--- src/hdl/exec_pkg.sv ---
// Constants, operation codes and carrier structs for the execution datapath.
// Assumes a decoder in front that supplies decoded operations with operand values already read.
// How it works
// - Register add, and add with carry, finish in one cycle and update Z,C,N,V,H.
// - Register or immediate subtract, with or without borrow, one cycle, updates Z,C,N,V,H.
// - Word immediate add/subtract on a register pair takes two cycles, updates Z,C,N,V,S.
// - And, or, exclusive-or take one cycle and update only Z, N, V and S.
// - Clear-bits ands with 0xFF minus the constant; set-bits ors with it.
// - Increment, decrement, test, clear update Z,N,V in one cycle; all-ones changes no flag.
// - Unsigned, signed and mixed multiply write pair one:zero in two cycles, update Z,C.
// - Fractional multiplies shift the product left one bit, two cycles, update Z,C.
// - Relative jump to PC plus offset plus one, indirect jump to Z; two cycles.
// - Relative and indirect calls push the return address, three cycles, flags untouched.
// - Compare-skip-equal skips next instruction on equality; one, two or three cycles.
// - Compares only set Z,N,V,S,C,H from a subtraction, write nothing, one cycle.
// - Register bit skips test one bit and skip on match, one to three cycles.
// - I/O bit skips test one I/O bit and skip on match, one to three cycles.
// - I/O single-bit set and clear are accepted only for addresses 0x00 to 0x1F.
// - I/O bit set and clear rewrite the whole register read beforehand.
// - Flag branches test the indexed flag; taken adds offset plus one, two cycles.
// - Unsigned branches test carry; equal and not-equal branches test zero.
// - Signed greater-or-equal branch taken when N xor V is zero.
// - Interrupt-enabled branch taken when the global interrupt flag is one.
package exec_pkg;

  localparam int PC_W = 12;
  localparam int SP_W = 10;

  // Register indices; the byte address on the bus is four times the index.
  localparam logic [5:0] IDX_STACK_PTR_LOW  = 6'h3d;
  localparam logic [5:0] IDX_STACK_PTR_HIGH = 6'h3e;
  localparam logic [5:0] IDX_STATUS_FLAGS   = 6'h3f;
  localparam logic [31:0] UNMAPPED_READ     = 32'h0000_0000;

  localparam int FLAG_C = 0;
  localparam int FLAG_Z = 1;
  localparam int FLAG_N = 2;
  localparam int FLAG_V = 3;
  localparam int FLAG_S = 4;
  localparam int FLAG_H = 5;
  localparam int FLAG_T = 6;
  localparam int FLAG_I = 7;

  localparam logic [7:0]      FLAGS_RESET = 8'h00;
  localparam logic [SP_W-1:0] SP_RESET    = 10'h000;
  localparam logic [PC_W-1:0] PC_RESET    = 12'h000;
  localparam logic [7:0]      ALL_ONES    = 8'hff;
  localparam logic [5:0]      IO_BIT_MAX  = 6'h1f;
  localparam logic [SP_W-1:0] PUSH_BYTES  = 10'h002;

  localparam logic [1:0] CYC_ONE   = 2'h1;
  localparam logic [1:0] CYC_TWO   = 2'h2;
  localparam logic [1:0] CYC_THREE = 2'h3;

  typedef enum logic [5:0] {
    op_nop, op_add, op_add_carry, op_sub, op_diff_with_borrow, op_word_imm_sum, op_word_imm_diff,
    op_and, op_or, op_xor, op_clear_bits_imm, op_set_bits_imm, op_inc, op_dec, op_test_zero_neg,
    op_clear_reg, op_load_all_ones, op_product_unsigned, op_product_signed, op_product_mixed,
    op_fractional_product, op_fractional_signed, op_fractional_mixed, op_jump_rel, op_jump_ind,
    op_relative_call, op_indirect_call, op_compare_skip_equal, op_compare, op_compare_carry,
    op_skip_reg_bit_clear, op_skip_reg_bit_set, op_skip_io_bit_clear, op_skip_io_bit_set,
    op_clear_io_bit, op_set_io_bit, op_branch_flag_set, op_branch_flag_clear, op_branch_unsigned_ge,
    op_branch_unsigned_lt, op_branch_equal, op_branch_not_equal, op_branch_signed_ge,
    op_branch_signed_lt, op_branch_int_enabled
  } op_t;

  typedef struct packed {
    op_t         op;
    logic        use_imm;
    logic [7:0]  rd_val;
    logic [7:0]  rd_hi_val;
    logic [7:0]  rr_val;
    logic [7:0]  imm;
    logic [2:0]  bit_sel;
    logic [11:0] offset;
    logic [15:0] z_ptr;
    logic        skip_two_word;
    logic [5:0]  io_addr;
    logic [7:0]  io_val;
  } exec_req_t;

  typedef struct packed {
    logic            wr_en;
    logic            wr_word;
    logic [15:0]     wr_data;
    logic            io_wr_en;
    logic [5:0]      io_addr;
    logic [7:0]      io_data;
    logic            push_en;
    logic [SP_W-1:0] push_addr;
    logic [15:0]     push_data;
    logic            refused;
  } exec_res_t;

endpackage

--- src/hdl/cpu_alu_branch_exec.sv ---
// Execution datapath: ALU, multiplier, program counter, status flags and stack pointer.
// Assumes the decoder holds a request until ready and the register file writes back on done.
`timescale 1ns/1ps

module cpu_alu_branch_exec
  import exec_pkg::*;
(
  // Clock, reset and enable
  input  wire logic        core_clk_i,
  input  wire logic        rst_i,
  input  wire logic        ce_i,
  // Decoded operation
  input  wire logic        req_valid_i,
  input  wire exec_req_t   req_i,
  output logic             req_ready_o,
  output logic             done_o,
  output exec_res_t        res_o,
  output logic [PC_W-1:0]  pc_o,
  // Avalon-MM register slave
  input  wire logic [7:0]  avs_address_i,
  input  wire logic        avs_read_i,
  input  wire logic        avs_write_i,
  input  wire logic [31:0] avs_writedata_i,
  input  wire logic [3:0]  avs_byteenable_i,
  output logic [31:0]      avs_readdata_o,
  output logic             avs_waitrequest_o
);

  // ==========================================================================
  // State
  logic [7:0]      status_flags;
  logic [SP_W-1:0] stack_ptr;
  logic [PC_W-1:0] pc;
  logic [1:0]      remain;
  logic            done_q;
  logic            ack;
  exec_res_t       res_q;

  // ==========================================================================
  // Operand selection and shared arithmetic
  wire             take      = ce_i & req_valid_i & req_ready_o;
  wire op_t        op        = req_i.op;
  wire [7:0]       a         = req_i.rd_val;
  wire [7:0]       b         = req_i.use_imm ? req_i.imm : req_i.rr_val;
  wire             c_flag    = status_flags[FLAG_C];
  wire             cin_add   = (op == op_add_carry) & c_flag;
  wire             cin_sub   = ((op == op_diff_with_borrow) | (op == op_compare_carry)) & c_flag;
  wire [8:0]       sum9      = {1'b0, a} + {1'b0, b} + {8'h00, cin_add};
  wire [8:0]       diff9     = {1'b0, a} - {1'b0, b} - {8'h00, cin_sub};
  wire [15:0]      word_in   = {req_i.rd_hi_val, a};
  wire [15:0]      word_k    = {10'h000, req_i.imm[5:0]};
  wire [15:0]      word_sum  = word_in + word_k;
  wire [15:0]      word_diff = word_in - word_k;
  wire             a_signed  = (op == op_product_signed) | (op == op_product_mixed) |
                               (op == op_fractional_signed) | (op == op_fractional_mixed);
  wire             b_signed  = (op == op_product_signed) | (op == op_fractional_signed);
  wire [15:0]      mul_a     = {{8{a_signed & a[7]}}, a};
  wire [15:0]      mul_b     = {{8{b_signed & b[7]}}, b};
  wire [31:0]      prod32    = mul_a * mul_b;
  wire [15:0]      prod      = prod32[15:0];
  wire [PC_W-1:0]  pc_off    = PC_W'($signed(req_i.offset));
  wire [PC_W-1:0]  pc_rel    = pc + pc_off + PC_W'(1);
  wire [PC_W-1:0]  pc_seq    = pc + PC_W'(1);
  wire [PC_W-1:0]  pc_skip   = pc + (req_i.skip_two_word ? PC_W'(3) : PC_W'(2));
  wire [7:0]       bit_mask  = 8'h01 << req_i.bit_sel;
  wire             n_xor_v   = status_flags[FLAG_N] ^ status_flags[FLAG_V];
  wire             io_in_rng = req_i.io_addr <= IO_BIT_MAX;

  // Updates N, Z, V and S from an 8-bit result and its overflow.
  function automatic logic [7:0] nzv(input logic [7:0] f, input logic [7:0] r, input logic v);
    logic [7:0] o;
    o         = f;
    o[FLAG_N] = r[7];
    o[FLAG_Z] = (r == 8'h00);
    o[FLAG_V] = v;
    o[FLAG_S] = r[7] ^ v;
    return o;
  endfunction

  // ==========================================================================
  // Operation decode
  logic [7:0]      next_flags;
  logic [PC_W-1:0] next_pc;
  logic [SP_W-1:0] next_sp;
  logic [1:0]      cycles;
  exec_res_t       next_res;
  logic [7:0]      r8;
  logic            cond;

  always_comb
  begin
    next_flags        = status_flags;
    next_pc           = pc_seq;
    next_sp           = stack_ptr;
    cycles            = CYC_ONE;
    next_res          = '0;
    next_res.io_addr  = req_i.io_addr;
    r8                = 8'h00;
    cond              = 1'b0;
    unique case (op)
      op_add, op_add_carry:
      begin
        r8                = sum9[7:0];
        next_flags        = nzv(status_flags, r8, (a[7] & b[7] & ~r8[7]) | (~a[7] & ~b[7] & r8[7]));
        next_flags[FLAG_C] = sum9[8];
        next_flags[FLAG_H] = (a[3] & b[3]) | (b[3] & ~r8[3]) | (~r8[3] & a[3]);
        next_res.wr_en    = 1'b1;
      end
      op_sub, op_diff_with_borrow, op_compare, op_compare_carry:
      begin
        r8                = diff9[7:0];
        next_flags        = nzv(status_flags, r8, (a[7] & ~b[7] & ~r8[7]) | (~a[7] & b[7] & r8[7]));
        next_flags[FLAG_C] = diff9[8];
        next_flags[FLAG_H] = (~a[3] & b[3]) | (b[3] & r8[3]) | (r8[3] & ~a[3]);
        if (cin_sub)
          next_flags[FLAG_Z] = status_flags[FLAG_Z] & (r8 == 8'h00);
        next_res.wr_en    = (op == op_sub) | (op == op_diff_with_borrow);
      end
      op_word_imm_sum, op_word_imm_diff:
      begin
        cycles            = CYC_TWO;
        next_res.wr_en    = 1'b1;
        next_res.wr_word  = 1'b1;
        next_res.wr_data  = (op == op_word_imm_sum) ? word_sum : word_diff;
        next_flags[FLAG_N] = next_res.wr_data[15];
        next_flags[FLAG_Z] = (next_res.wr_data == 16'h0000);
        next_flags[FLAG_V] = (op == op_word_imm_sum) ? (~word_in[15] & next_res.wr_data[15])
                                                     : (word_in[15] & ~next_res.wr_data[15]);
        next_flags[FLAG_C] = (op == op_word_imm_sum) ? (~next_res.wr_data[15] & word_in[15])
                                                     : (next_res.wr_data[15] & ~word_in[15]);
        next_flags[FLAG_S] = next_flags[FLAG_N] ^ next_flags[FLAG_V];
      end
      op_and, op_or, op_xor, op_clear_bits_imm, op_set_bits_imm, op_test_zero_neg, op_clear_reg:
      begin
        unique case (op)
          op_and:            r8 = a & b;
          op_or:             r8 = a | b;
          op_xor:            r8 = a ^ b;
          op_clear_bits_imm: r8 = a & (ALL_ONES - req_i.imm);
          op_set_bits_imm:   r8 = a | req_i.imm;
          op_test_zero_neg:  r8 = a;
          default:           r8 = 8'h00;
        endcase
        next_flags     = nzv(status_flags, r8, 1'b0);
        next_res.wr_en = (op != op_test_zero_neg);
      end
      op_inc, op_dec:
      begin
        r8             = (op == op_inc) ? a + 8'h01 : a - 8'h01;
        next_flags     = nzv(status_flags, r8, (op == op_inc) ? (r8 == 8'h80) : (r8 == 8'h7f));
        next_res.wr_en = 1'b1;
      end
      op_load_all_ones:
      begin
        r8             = ALL_ONES;
        next_res.wr_en = 1'b1;
      end
      op_product_unsigned, op_product_signed, op_product_mixed:
      begin
        cycles             = CYC_TWO;
        next_res.wr_en     = 1'b1;
        next_res.wr_word   = 1'b1;
        next_res.wr_data   = prod;
        next_flags[FLAG_C] = prod[15];
        next_flags[FLAG_Z] = (prod == 16'h0000);
      end
      op_fractional_product, op_fractional_signed, op_fractional_mixed:
      begin
        cycles             = CYC_TWO;
        next_res.wr_en     = 1'b1;
        next_res.wr_word   = 1'b1;
        next_res.wr_data   = {prod[14:0], 1'b0};
        next_flags[FLAG_C] = prod[15];
        next_flags[FLAG_Z] = (prod[14:0] == 15'h0000);
      end
      op_jump_rel, op_jump_ind:
      begin
        cycles  = CYC_TWO;
        next_pc = (op == op_jump_rel) ? pc_rel : req_i.z_ptr[PC_W-1:0];
      end
      op_relative_call, op_indirect_call:
      begin
        cycles             = CYC_THREE;
        next_pc            = (op == op_relative_call) ? pc_rel : req_i.z_ptr[PC_W-1:0];
        next_res.push_en   = 1'b1;
        next_res.push_addr = stack_ptr;
        next_res.push_data = 16'(pc_seq);
        next_sp            = stack_ptr - PUSH_BYTES;
      end
      op_compare_skip_equal, op_skip_reg_bit_clear, op_skip_reg_bit_set, op_skip_io_bit_clear,
      op_skip_io_bit_set:
      begin
        unique case (op)
          op_compare_skip_equal: cond = (a == req_i.rr_val);
          op_skip_reg_bit_clear: cond = ~|(req_i.rr_val & bit_mask);
          op_skip_reg_bit_set:   cond = |(req_i.rr_val & bit_mask);
          op_skip_io_bit_clear:  cond = ~|(req_i.io_val & bit_mask);
          default:               cond = |(req_i.io_val & bit_mask);
        endcase
        if (cond)
        begin
          next_pc = pc_skip;
          cycles  = req_i.skip_two_word ? CYC_THREE : CYC_TWO;
        end
      end
      op_clear_io_bit, op_set_io_bit:
      begin
        next_res.refused = ~io_in_rng;
        if (io_in_rng)
        begin
          cycles            = CYC_TWO;
          next_res.io_wr_en = 1'b1;
          next_res.io_data  = (op == op_set_io_bit) ? (req_i.io_val | bit_mask) : (req_i.io_val & ~bit_mask);
        end
      end
      op_branch_flag_set, op_branch_flag_clear, op_branch_unsigned_ge, op_branch_unsigned_lt,
      op_branch_equal, op_branch_not_equal, op_branch_signed_ge, op_branch_signed_lt,
      op_branch_int_enabled:
      begin
        unique case (op)
          op_branch_flag_set:    cond = |(status_flags & bit_mask);
          op_branch_flag_clear:  cond = ~|(status_flags & bit_mask);
          op_branch_unsigned_ge: cond = ~c_flag;
          op_branch_unsigned_lt: cond = c_flag;
          op_branch_equal:       cond = status_flags[FLAG_Z];
          op_branch_not_equal:   cond = ~status_flags[FLAG_Z];
          op_branch_signed_ge:   cond = ~n_xor_v;
          op_branch_signed_lt:   cond = n_xor_v;
          default:               cond = status_flags[FLAG_I];
        endcase
        if (cond)
        begin
          next_pc = pc_rel;
          cycles  = CYC_TWO;
        end
      end
      default:
      begin
        r8 = 8'h00;
      end
    endcase
    if (next_res.wr_en & ~next_res.wr_word)
      next_res.wr_data = {8'h00, r8};
  end

  // ==========================================================================
  // Sequencing: an operation is taken when idle and completes after its cycle count.
  assign req_ready_o = (remain == 2'h0);
  assign done_o      = done_q;
  assign res_o       = res_q;
  assign pc_o        = pc;

  always_ff @(posedge core_clk_i)
    if (rst_i)
    begin
      remain <= 2'h0;
      done_q <= 1'b0;
      res_q  <= '0;
      pc     <= PC_RESET;
    end
    else if (ce_i)
    begin
      if (take)
      begin
        remain <= cycles - CYC_ONE;
        done_q <= (cycles == CYC_ONE);
        res_q  <= next_res;
        pc     <= next_pc;
      end
      else
      begin
        remain <= (remain != 2'h0) ? remain - 2'h1 : 2'h0;
        done_q <= (remain == 2'h1);
      end
    end

  // ==========================================================================
  // Avalon-MM slave: one wait state, read data registered.
  wire        hit_flags = (avs_address_i[7:2] == IDX_STATUS_FLAGS);
  wire        hit_sp_lo = (avs_address_i[7:2] == IDX_STACK_PTR_LOW);
  wire        hit_sp_hi = (avs_address_i[7:2] == IDX_STACK_PTR_HIGH);
  wire        bus_wr    = ce_i & avs_write_i & ack & avs_byteenable_i[0];
  wire [31:0] rd_word   = hit_flags ? {24'h00_0000, status_flags} :
                          hit_sp_lo ? {24'h00_0000, stack_ptr[7:0]} :
                          hit_sp_hi ? {22'h00_0000, stack_ptr[SP_W-1:8]} : UNMAPPED_READ;

  // Held high while frozen, so that no transfer is acknowledged without landing.
  assign avs_waitrequest_o = (avs_read_i | avs_write_i) & ~(ack & ce_i);

  always_ff @(posedge core_clk_i)
    if (rst_i)
    begin
      ack            <= 1'b0;
      avs_readdata_o <= 32'h0000_0000;
    end
    else if (ce_i)
    begin
      ack <= (avs_read_i | avs_write_i) & ~ack;
      if (avs_read_i & ~ack)
        avs_readdata_o <= rd_word;
    end

  // The datapath wins over a bus write landing in the same cycle.
  always_ff @(posedge core_clk_i)
    if (rst_i)
    begin
      status_flags <= FLAGS_RESET;
      stack_ptr    <= SP_RESET;
    end
    else if (ce_i)
    begin
      if (take)
        status_flags <= next_flags;
      else if (bus_wr & hit_flags)
        status_flags <= avs_writedata_i[7:0];
      if (take & next_res.push_en)
        stack_ptr <= next_sp;
      else if (bus_wr & hit_sp_lo)
        stack_ptr[7:0] <= avs_writedata_i[7:0];
      else if (bus_wr & hit_sp_hi)
        stack_ptr[SP_W-1:8] <= avs_writedata_i[SP_W-9:0];
    end
endmodule

--- config.mk ---
export PLATFORM = sky130hd
export DESIGN_NAME = cpu_alu_branch_exec
export DESIGN_NICKNAME = d
export VERILOG_FILES = /design/src/hdl/exec_pkg.sv /design/src/hdl/cpu_alu_branch_exec.sv
export SDC_FILE = /design/constraint.sdc
export NUM_CORES = 1
export LEC_CHECK = 0
export ABC_AREA = 1
export BUFFER_PORTS_ARGS = -buffer_cell sky130_fd_sc_hd__buf_2
export CORE_UTILIZATION = 55
export CTS_BUF_LIST = sky130_fd_sc_hd__clkbuf_8
export CTS_CLUSTER_SIZE = 10
export DETAILED_ROUTE_END_ITERATION = 8
export MAX_ROUTING_LAYER = met4
export PLACE_DENSITY = 0.83
export SLEW_MARGIN = 20
export SYNTH_ARGS = -nofsm -noshare
export SYNTH_HDL_FRONTEND = slang
export SYNTH_SLANG_ARGS = --single-unit
--- constraint.sdc ---
create_clock -name core_clk_i -period 7.5 [get_ports core_clk_i]
set_input_delay 0.75 -clock core_clk_i [delete_from_list [all_inputs] [get_ports core_clk_i]]
set_output_delay 0.75 -clock core_clk_i [all_outputs]
set_load 0.005 [all_outputs]
==> reports/results.tsv, run 1 <==
stage	metric	value	unit
sta	Final TNS setup	0	ns
logic_synthesis	post-synth top area cell	dfxtp_1	
route	total number of vias	14504	
clock_network	CTS tree	yes	
route	First-pass DRT Iterations	6	
logic_synthesis	Async S/R FF share, synth	0	%
route	DRC viols	0	
power_and_ir_drop	overall power	2440	uW
logic_synthesis	top cells by area, synth	dfxtp_1 15%, nand2_1 14%, fa_1 11%	
critical_path	crit path launch type	input pin	
floorplanning	starting density of the core	56.2	%
floorplanning	FP Rows	56	
final_layout	final core utilization	61.6	%
global_route	initial antenna violation count	1	
floorplanning	die area	24600	um^2
clock_network	postcts setup bufs	0	
sta	relative slew slack	26.3	%
critical_path	highest fanout seen on the critical path	7	
clock_network	clock sink total	99	
logic_synthesis	register bit total from synthesis	99	
floorplanning	core footprint	23500	um^2
critical_path	kind of end point of the critical path	flop	
final_layout	layout cells sized above 1	12.9	%
floorplanning	chip height	157	um
logic_synthesis	top_reg_cell synth	dfxtp_1	
route	Post-Route WL	46.4	mm
global_route	total grt overflow	0	
clock_network	Longest Clk Path Bufs	2	
power_and_ir_drop	pwr/cell area	169	nW/um^2
power_and_ir_drop	static leakage	0.00754	uW
clock_network	H-tree depth	3	
sta	Max Clk Rate	157	MHz
clock_network	Root Buffer	clkbuf_8	
clock_network	CTS Hold Bufs	0	
logic_synthesis	Synth Cell Area	13200	um^2
final_layout	final net count	2532	
logic_synthesis	yosys warns	0	
power_and_ir_drop	peak supply drop	187	uV
sta	RSZ-0062 raised after global routing	no	
logic_synthesis	share of the synthesized area in the top cell type	15.0	%
clock_network	clk slew on worst S/H paths	0.11	ns
critical_path	max incr delay on CP	0.56	ns
global_route	gr usage total	38.9	%
final_layout	area delta synth->final	9.70	%
logic_synthesis	Post-synth EDFFs	0	
critical_path	R2R Setup Slk	3.36	ns
floorplanning	die width	157	um
logic_synthesis	most numerous cell in the Yosys netlist	nand2_1	
route	post-route ant nets	0	
place	placed wire-length estimate	37.8	mm
place	# port buffers	181	
critical_path	cell mode on critical path	inv_1	
clock_network	worst skew pair latency	0.39	ns
sta	fin crit period	6.38	ns
route	Avg Vias per Cell	5.68	
clock_network	cts repair resizes	0	
sta	final hold vios	0	
floorplanning	Ports	243	
route	DRT iter0 DRCs	1368	
logic_synthesis	Yosys cell types	60	
sta	final worst slack	1.12	ns
place	placer congestion estimate	0.982	
critical_path	CP required	7.79	ns
min_path	Hold Crit Class	flop to flop	
run	maxcap violations	0	
global_route	vias in the first global route	13533	
logic_synthesis	Post-synth top cells	508 x nand2_1, 324 x inv_1, 204 x nor2_1	
sta	final critical-path share of the clock period	85.1	%
clock_network	TritonCTS Buffers	9	
critical_path	WS Path Type	input pin to flop	
critical_path	Critical Path AT	6.67	ns
logic_synthesis	Avg Cell Area, Syn	6.36	um^2
sta	worst slew pin tran	1.10	ns
global_route	global-route wire length before repair	72.0	mm
sta	Setup Skew	0.0208	ns
sta	Final Setup Violations	0	
logic_synthesis	Cells after Synth	2073	
status	outcome	finished, final reports clean	
place	pre-CTS setup slack	0.789	ns
route	Routed wire per std cell	18.2	um
sta	Pins Over Slew Limit	0	
global_route	largest net degree at the start of global routing	62	
critical_path	slowest CP cell	fa_1	
logic_synthesis	register area share after synthesis	15.0	%
flip-flops by register name, indices dropped and copies added, names as in the netlist:
signal          cells
res_o              57
ack                 1
done_o              1
remain              2
pc_o               12
avs_readdata_o      8
stack_ptr          10
status_flags        8
cell type report:
cell class | instances | area [um^2]
Timing Repair Buffer | 191 | 981
Sequential cell | 99 | 1980
Antenna cell | 2 | 5.00
Tap cell | 319 | 399
Clock inverter | 6 | 82.6
Multi-Input combinational cell | 1579 | 9570
Inverter | 347 | 1310
Clock buffer | 10 | 138
Fill cell | 2289 | 9010
critical path, delay by kind of cell:
kind / cells / cell delay (ns)
adder cells (fa/ha/maj): 6 / 2.77
XOR/XNOR: 1 / 0.40
buffers and inverters: 8 / 0.89
AND/OR/NAND/NOR: 12 / 1.38
AO/OA/AOI/OAI: 3 / 0.45
cells in the final DEF, fill, tap and decap left out, drive strengths merged, types with 2 or more instances in the layout:
cell type,n
a221oi,5
xnor2,24
conb,28
o22ai,16
xor2,43
clkbuf,10
inv,344
a31oi,7
ha,98
nand3,116
a21oi,155
dfxtp,99
o21a,5
a22oi,5
a21o,4
diode,2
nand3b,12
buf,191
o211ai,14
o21ai,113
nand2,528
nand4,35
o31ai,6
nor3,24
nor4,7
o221ai,13
nor2,221
or2,7
clkinv,7
o2111ai,5
a211oi,6
fa,72
o21bai,4
cell families (layout without fill, tap and decap cells):
group           Yosys count  after routing  synth area share (%)
fa+ha+maj               170            170                  20.2
other cells               1             30                0.0284
xor+xnor                 67             67                  4.51
flops                    99             99                  15.0
compound gates          362            362                  16.0
buf+inv                 422            554                  13.2
simple gates            952            952                  31.0
worst paths after layout:
kind	from	end	cells after the start
worst max register to register	status_flags[0]	res_o[49]	12
worst min register to register	res_o[27]	res_o[27]	2
worst max-delay path	req_i[80]	status_flags[1]	30
worst min-delay path	res_o[27]	res_o[27]	2
metal layers:
layer	routed length [um]	global-route usage [%]	part of all wire [%]	vias to the layer above
met5	0	-	0	-
met4	1080	10.3	2.3	0
met3	4220	5.76	9.1	85
met2	20500	59.7	44	750
met1	20600	53.2	44	6741
li1	-	-	-	6928
metrics by stage:
stage / instances / cell area, um^2 / hold slack [ns]
2_1_floorplan: 2100 / 13300 / 0.447
3_3_place_gp: 2535 / 14200 / 0.452
3_5_place_dp: 2535 / 14200 / 0.457
4_1_cts: 2551 / 14500 / 0.473
5_1_grt: 2552 / 14500 / 0.493
6_report: 2553 / 14500 / 0.472
report_power, final:
part           total, uW  internal (uW)  switching [uW]  leakage (uW)
Combinational       1480            498             987       0.00663
Clock                391            171             220      0.000108
Sequential           567            546            21.3      0.000804
No activity file was read; power rests on OpenSTA's default activity.
==> inputs of run 2 (changes only) <==
CORE_MARGIN = 2   (was default)
==> reports/results.tsv, run 2 (same netlist as run 1, synthesis figures left out) <==
stage	metric	value	unit
status	outcome	finished, final reports clean	
critical_path	R2R Path End	status_flags[1]	
min_path	Worst Hold Path EP	res_o[26]	
place	placed insts	2531	
min_path	Hold Crit Depth	2	
route	DRC viols	0	
clock_network	worst skew pair latency	0.39	ns
sta	final critical-path share of the clock period	85.1	%
route	total number of vias	14305	
min_path	Worst Min Path Start	res_o[26]	
route	DRT iter0 DRCs	1606	
clock_network	Longest Clk Path Bufs	2	
clock_network	clock sink total	99	
final_layout	most frequent cells in the layout	508 x nand2_1, 323 x inv_1, 204 x nor2_1, 181 x buf_2, 151 x a21oi_1	
sta	Pins Over Slew Limit	0	
sta	Max Clk Rate	157	MHz
place	pre-CTS setup slack	0.769	ns
critical_path	Critical Path AT	6.66	ns
sta	worst slew pin tran	1.02	ns
clock_network	CTS tree	yes	
route	Avg Vias per Cell	5.62	
final_layout	final net count	2528	
run	maxcap violations	0	
route	First-pass DRT Iterations	5	
route	Routed wire per std cell	17.8	um
clock_network	CTS Hold Bufs	0	
global_route	largest net degree at the start of global routing	62	
final_layout	Final Instance Count excl. Fillers	2546	
floorplanning	core footprint	23500	um^2
clock_network	clk slew on worst S/H paths	0.10	ns
place	Area after DPL	14200	um^2
clock_network	TritonCTS Buffers	9	
sta	final worst slack	1.11	ns
sta	RSZ-0062 raised after global routing	no	
floorplanning	die width	159	um
critical_path	R2R Setup Slk	3.60	ns
route	post-route ant nets	0	
min_path	Hold Crit Class	flop to flop	
place	placer congestion estimate	1.05	
sta	final hold vios	0	
power_and_ir_drop	static leakage	0.00751	uW
floorplanning	FP Rows	56	
sta	fin crit period	6.39	ns
sta	Setup Skew	0.0278	ns
critical_path	highest fanout seen on the critical path	7	
floorplanning	Ports	243	
place	# port buffers	181	
critical_path	WS Path Type	input pin to flop	
global_route	initial antenna violation count	1	
place	placed wire-length estimate	36.9	mm
clock_network	Root Buffer	clkbuf_8	
power_and_ir_drop	peak supply drop	160	uV
power_and_ir_drop	pwr/cell area	167	nW/um^2
final_layout	layout cells sized above 1	12.8	%
global_route	vias in the first global route	13324	
clock_network	cts repair resizes	0	
clock_network	H-tree depth	3	
global_route	total grt overflow	0	
route	Post-Route WL	45.3	mm
sta	Final Setup Violations	0	
global_route	gr usage total	36.5	%
final_layout	Design Area, Final	14400	um^2
critical_path	Crit Reg-Reg Startpoint	status_flags[0]	
final_layout	area delta synth->final	9.37	%
clock_network	postcts setup bufs	0	
critical_path	worst-case reg-to-reg path depth	17	
critical_path	crit path launch type	input pin	
final_layout	most common cell after layout, fill and taps aside	nand2_1	
sta	Final TNS setup	0	ns
critical_path	CP required	7.78	ns
critical_path	CP startpoint	req_i[79]	
critical_path	kind of end point of the critical path	flop	
floorplanning	chip height	159	um
final_layout	max reg flops	57	
sta	relative slew slack	31.9	%
floorplanning	die area	25200	um^2
floorplanning	starting density of the core	56.2	%
global_route	global-route wire length before repair	71.7	mm
-- run 2: where the power goes --
group / internal [uW] / switching [uW]
Clock: 184 / 198
Sequential: 546 / 20.4
Combinational: 496 / 969
Total: 1230 / 1190
-- run 2: worst max-delay path, cell delays in order --
cell     delay (ns)
buf_2          0.18
inv_1          0.11
nand2_2        0.10
nor2_1         0.32
nand2_1        0.18
nand3_4        0.18
nand2_1        0.07
inv_1          0.08
nand2_1        0.09
inv_1          0.13
fa_1           0.52
inv_1          0.23
fa_1           0.46
fa_1           0.49
inv_1          0.05
fa_1           0.56
ha_1           0.35
ha_1           0.36
inv_1          0.09
nor3_1         0.25
o21ai_0        0.13
nand3_1        0.11
xor2_1         0.31
nor2_1         0.10
a21oi_1        0.15
nand3_1        0.11
nand2_1        0.11
a21oi_2        0.05
-- run 2: worst max path at each step --
stage | end | slack, ns | depth (start not counted)
after floorplan | status_flags[1] | 1.11 | 29
after global placement | status_flags[1] | 0.80 | 29
after detailed placement | status_flags[1] | 0.77 | 29
after CTS | status_flags[1] | 1.17 | 28
after global routing | status_flags[1] | 0.67 | 28
final | status_flags[1] | 1.11 | 28
-- run 2: final cells by class --
class / count / area, um^2
Inverter: 347 / 1310
Sequential cell: 99 / 1980
Clock buffer: 9 / 124
Clock inverter: 5 / 80.1
Tap cell: 319 / 399
Multi-Input combinational cell: 1579 / 9580
Fill cell: 2316 / 9050
Antenna cell: 1 / 2.50
Timing Repair Buffer: 187 / 951
-- run 2: per-layer routing --
metal  vias up  global-route usage (%)  wire [um]
met2       677                    55.2      19900
met5         -                       -          0
met3        81                    5.28       4230
met4         0                    10.5       1180
li1       6913                       -          -
met1      6634                    50.8      20100
-- run 2: stage by stage --
stage | total power (uW) | hold slack [ns] | utilization (%)
floorplan | 1590 | 0.447 | -
global placement | 1980 | 0.452 | 60.5
detailed placement | 2000 | 0.454 | 60.5
CTS | 2390 | 0.471 | 61.4
global route | 2620 | 0.487 | 61.4
finish | 2410 | 0.467 | 61.4
==> inputs of run 3 (changes only) <==
RECOVER_POWER = 50   (was default)
==> reports/results.tsv, run 3 (same netlist as run 1, synthesis figures left out) <==
stage	metric	value	unit
status	outcome	finished with violations	
status	failing checks	capacitance limit, slew limit	
clock_network	clk slew on worst S/H paths	0.12	ns
clock_network	Root Buffer	clkbuf_8	
critical_path	Worst Setup EP	res_o[58]	
sta	Max Clk Rate	156	MHz
critical_path	R2R Setup Slk	3.52	ns
clock_network	CTS tree	yes	
floorplanning	Ports	243	
route	total number of vias	14342	
floorplanning	core footprint	23500	um^2
final_layout	max reg flops	57	
route	DRC viols	0	
route	post-route ant nets	0	
critical_path	CP startpoint	req_i[79]	
sta	relative slew slack	-93.4	%
route	Avg Vias per Cell	5.63	
sta	final critical-path share of the clock period	85.4	%
power_and_ir_drop	pwr/cell area	168	nW/um^2
route	Routed wire per std cell	17.8	um
critical_path	highest fanout seen on the critical path	7	
power_and_ir_drop	static leakage	0.00732	uW
final_layout	Design Area, Final	14400	um^2
floorplanning	chip height	159	um
floorplanning	starting density of the core	56.2	%
power_and_ir_drop	peak supply drop	161	uV
floorplanning	FP Rows	56	
sta	Final Setup Violations	0	
route	DRT iter0 DRCs	1619	
final_layout	layout cells sized above 1	10.6	%
sta	fin crit period	6.40	ns
clock_network	cts repair resizes	0	
critical_path	max incr delay on CP	0.56	ns
critical_path	slowest CP cell	fa_1	
place	pre-CTS setup slack	0.769	ns
global_route	total grt overflow	0	
global_route	gr usage total	36.5	%
sta	Final TNS setup	0	ns
global_route	initial antenna violation count	1	
final_layout	Fillers	2346	
clock_network	worst skew pair latency	0.38	ns
sta	Setup Skew	0.0279	ns
floorplanning	die width	159	um
critical_path	Crit Reg-Reg Startpoint	status_flags[0]	
min_path	Hold Crit Class	flop to flop	
clock_network	CTS Hold Bufs	0	
run	maxcap violations	1	
critical_path	WS Path Type	input pin to flop	
critical_path	cell mode on critical path	inv_1	
final_layout	final core utilization	61.2	%
route	First-pass DRT Iterations	6	
final_layout	final net count	2528	
clock_network	TritonCTS Buffers	9	
final_layout	area delta synth->final	8.92	%
critical_path	crit path launch type	input pin	
power_and_ir_drop	overall power	2410	uW
critical_path	R2R Path End	res_o[49]	
place	placed wire-length estimate	36.9	mm
clock_network	Longest Clk Path Bufs	2	
sta	Pins Over Slew Limit	62	
sta	RSZ-0062 raised after global routing	no	
place	Area after DPL	14200	um^2
final_layout	most common cell after layout, fill and taps aside	nand2_1	
critical_path	kind of end point of the critical path	flop	
global_route	global-route wire length before repair	71.7	mm
floorplanning	die area	25200	um^2
sta	final worst slack	1.10	ns
route	Post-Route WL	45.4	mm
clock_network	clock sink total	99	
global_route	vias in the first global route	13324	
clock_network	H-tree depth	3	
final_layout	most frequent cells in the layout	508 x nand2_1, 324 x inv_1, 204 x nor2_1, 151 x a21oi_1, 135 x buf_2	
critical_path	worst-case reg-to-reg path depth	12	
sta	worst slew pin tran	2.90	ns
critical_path	Critical Path AT	6.70	ns
clock_network	postcts setup bufs	0	
place	placer congestion estimate	1.05	
sta	final hold vios	0	
critical_path	CP required	7.79	ns
global_route	largest net degree at the start of global routing	62	
place	# port buffers	181	
## run 3: area by class of cell
type	instances	area (um^2)	area share (%)
antenna	1	2.50	0.0174
clock buffer	9	124	0.862
sequential	99	1980	13.8
timing repair buffer	187	891	6.20
tap	319	399	2.78
multi-input combinational	1579	9580	66.7
inverter	347	1310	9.09
clock inverter	5	80.1	0.557
## run 3: power by group
part | internal (uW) | total (uW) | leakage, uW | switching [uW]
sequential | 546 | 566 | 0.000804 | 20.7
clock | 184 | 381 | 0.0000972 | 197
combinational | 495 | 1460 | 0.00642 | 970
## run 3: layer usage
metal	GRT usage (%)	part of all wire (%)	routed length, um	vias to the layer above
li1	-	-	-	6917
met3	5.28	9.6	4370	73
met2	55.2	44	19900	743
met1	50.8	44	20000	6609
met4	10.5	2.5	1130	0
met5	-	0	0	-
## run 3: worst min-delay path by stage
stage / startpoint / slack [ns] / end / depth (start not counted)
final: res_o[26] / 0.47 / res_o[26] / 2
after global routing: res_o[7] / 0.49 / res_o[7] / 2
after CTS: res_o[2] / 0.47 / res_o[2] / 2
after detailed placement: res_o[52] / 0.45 / res_o[52] / 2
after global placement: res_o[59] / 0.45 / res_o[59] / 2
after floorplan: stack_ptr[9] / 0.45 / stack_ptr[9] / 2
## run 3: worst max-delay path: cells and delay by family
kind            cells  cell delay [ns]
fa+ha+maj           6             2.74
compound gates      4             0.60
xor+xnor            1             0.31
buf+inv             8             0.97
simple gates        8             1.30
## run 3: per-stage QoR
| step | hold WS (ns) | std cells |
|---|---|---|
| 4_1_cts | 0.471 | 2545 |
| 6_report | 0.469 | 2546 |
| 5_1_grt | 0.489 | 2546 |
| 3_3_place_gp | 0.452 | 2531 |
| 3_5_place_dp | 0.454 | 2531 |
| 2_1_floorplan | 0.447 | 2100 |
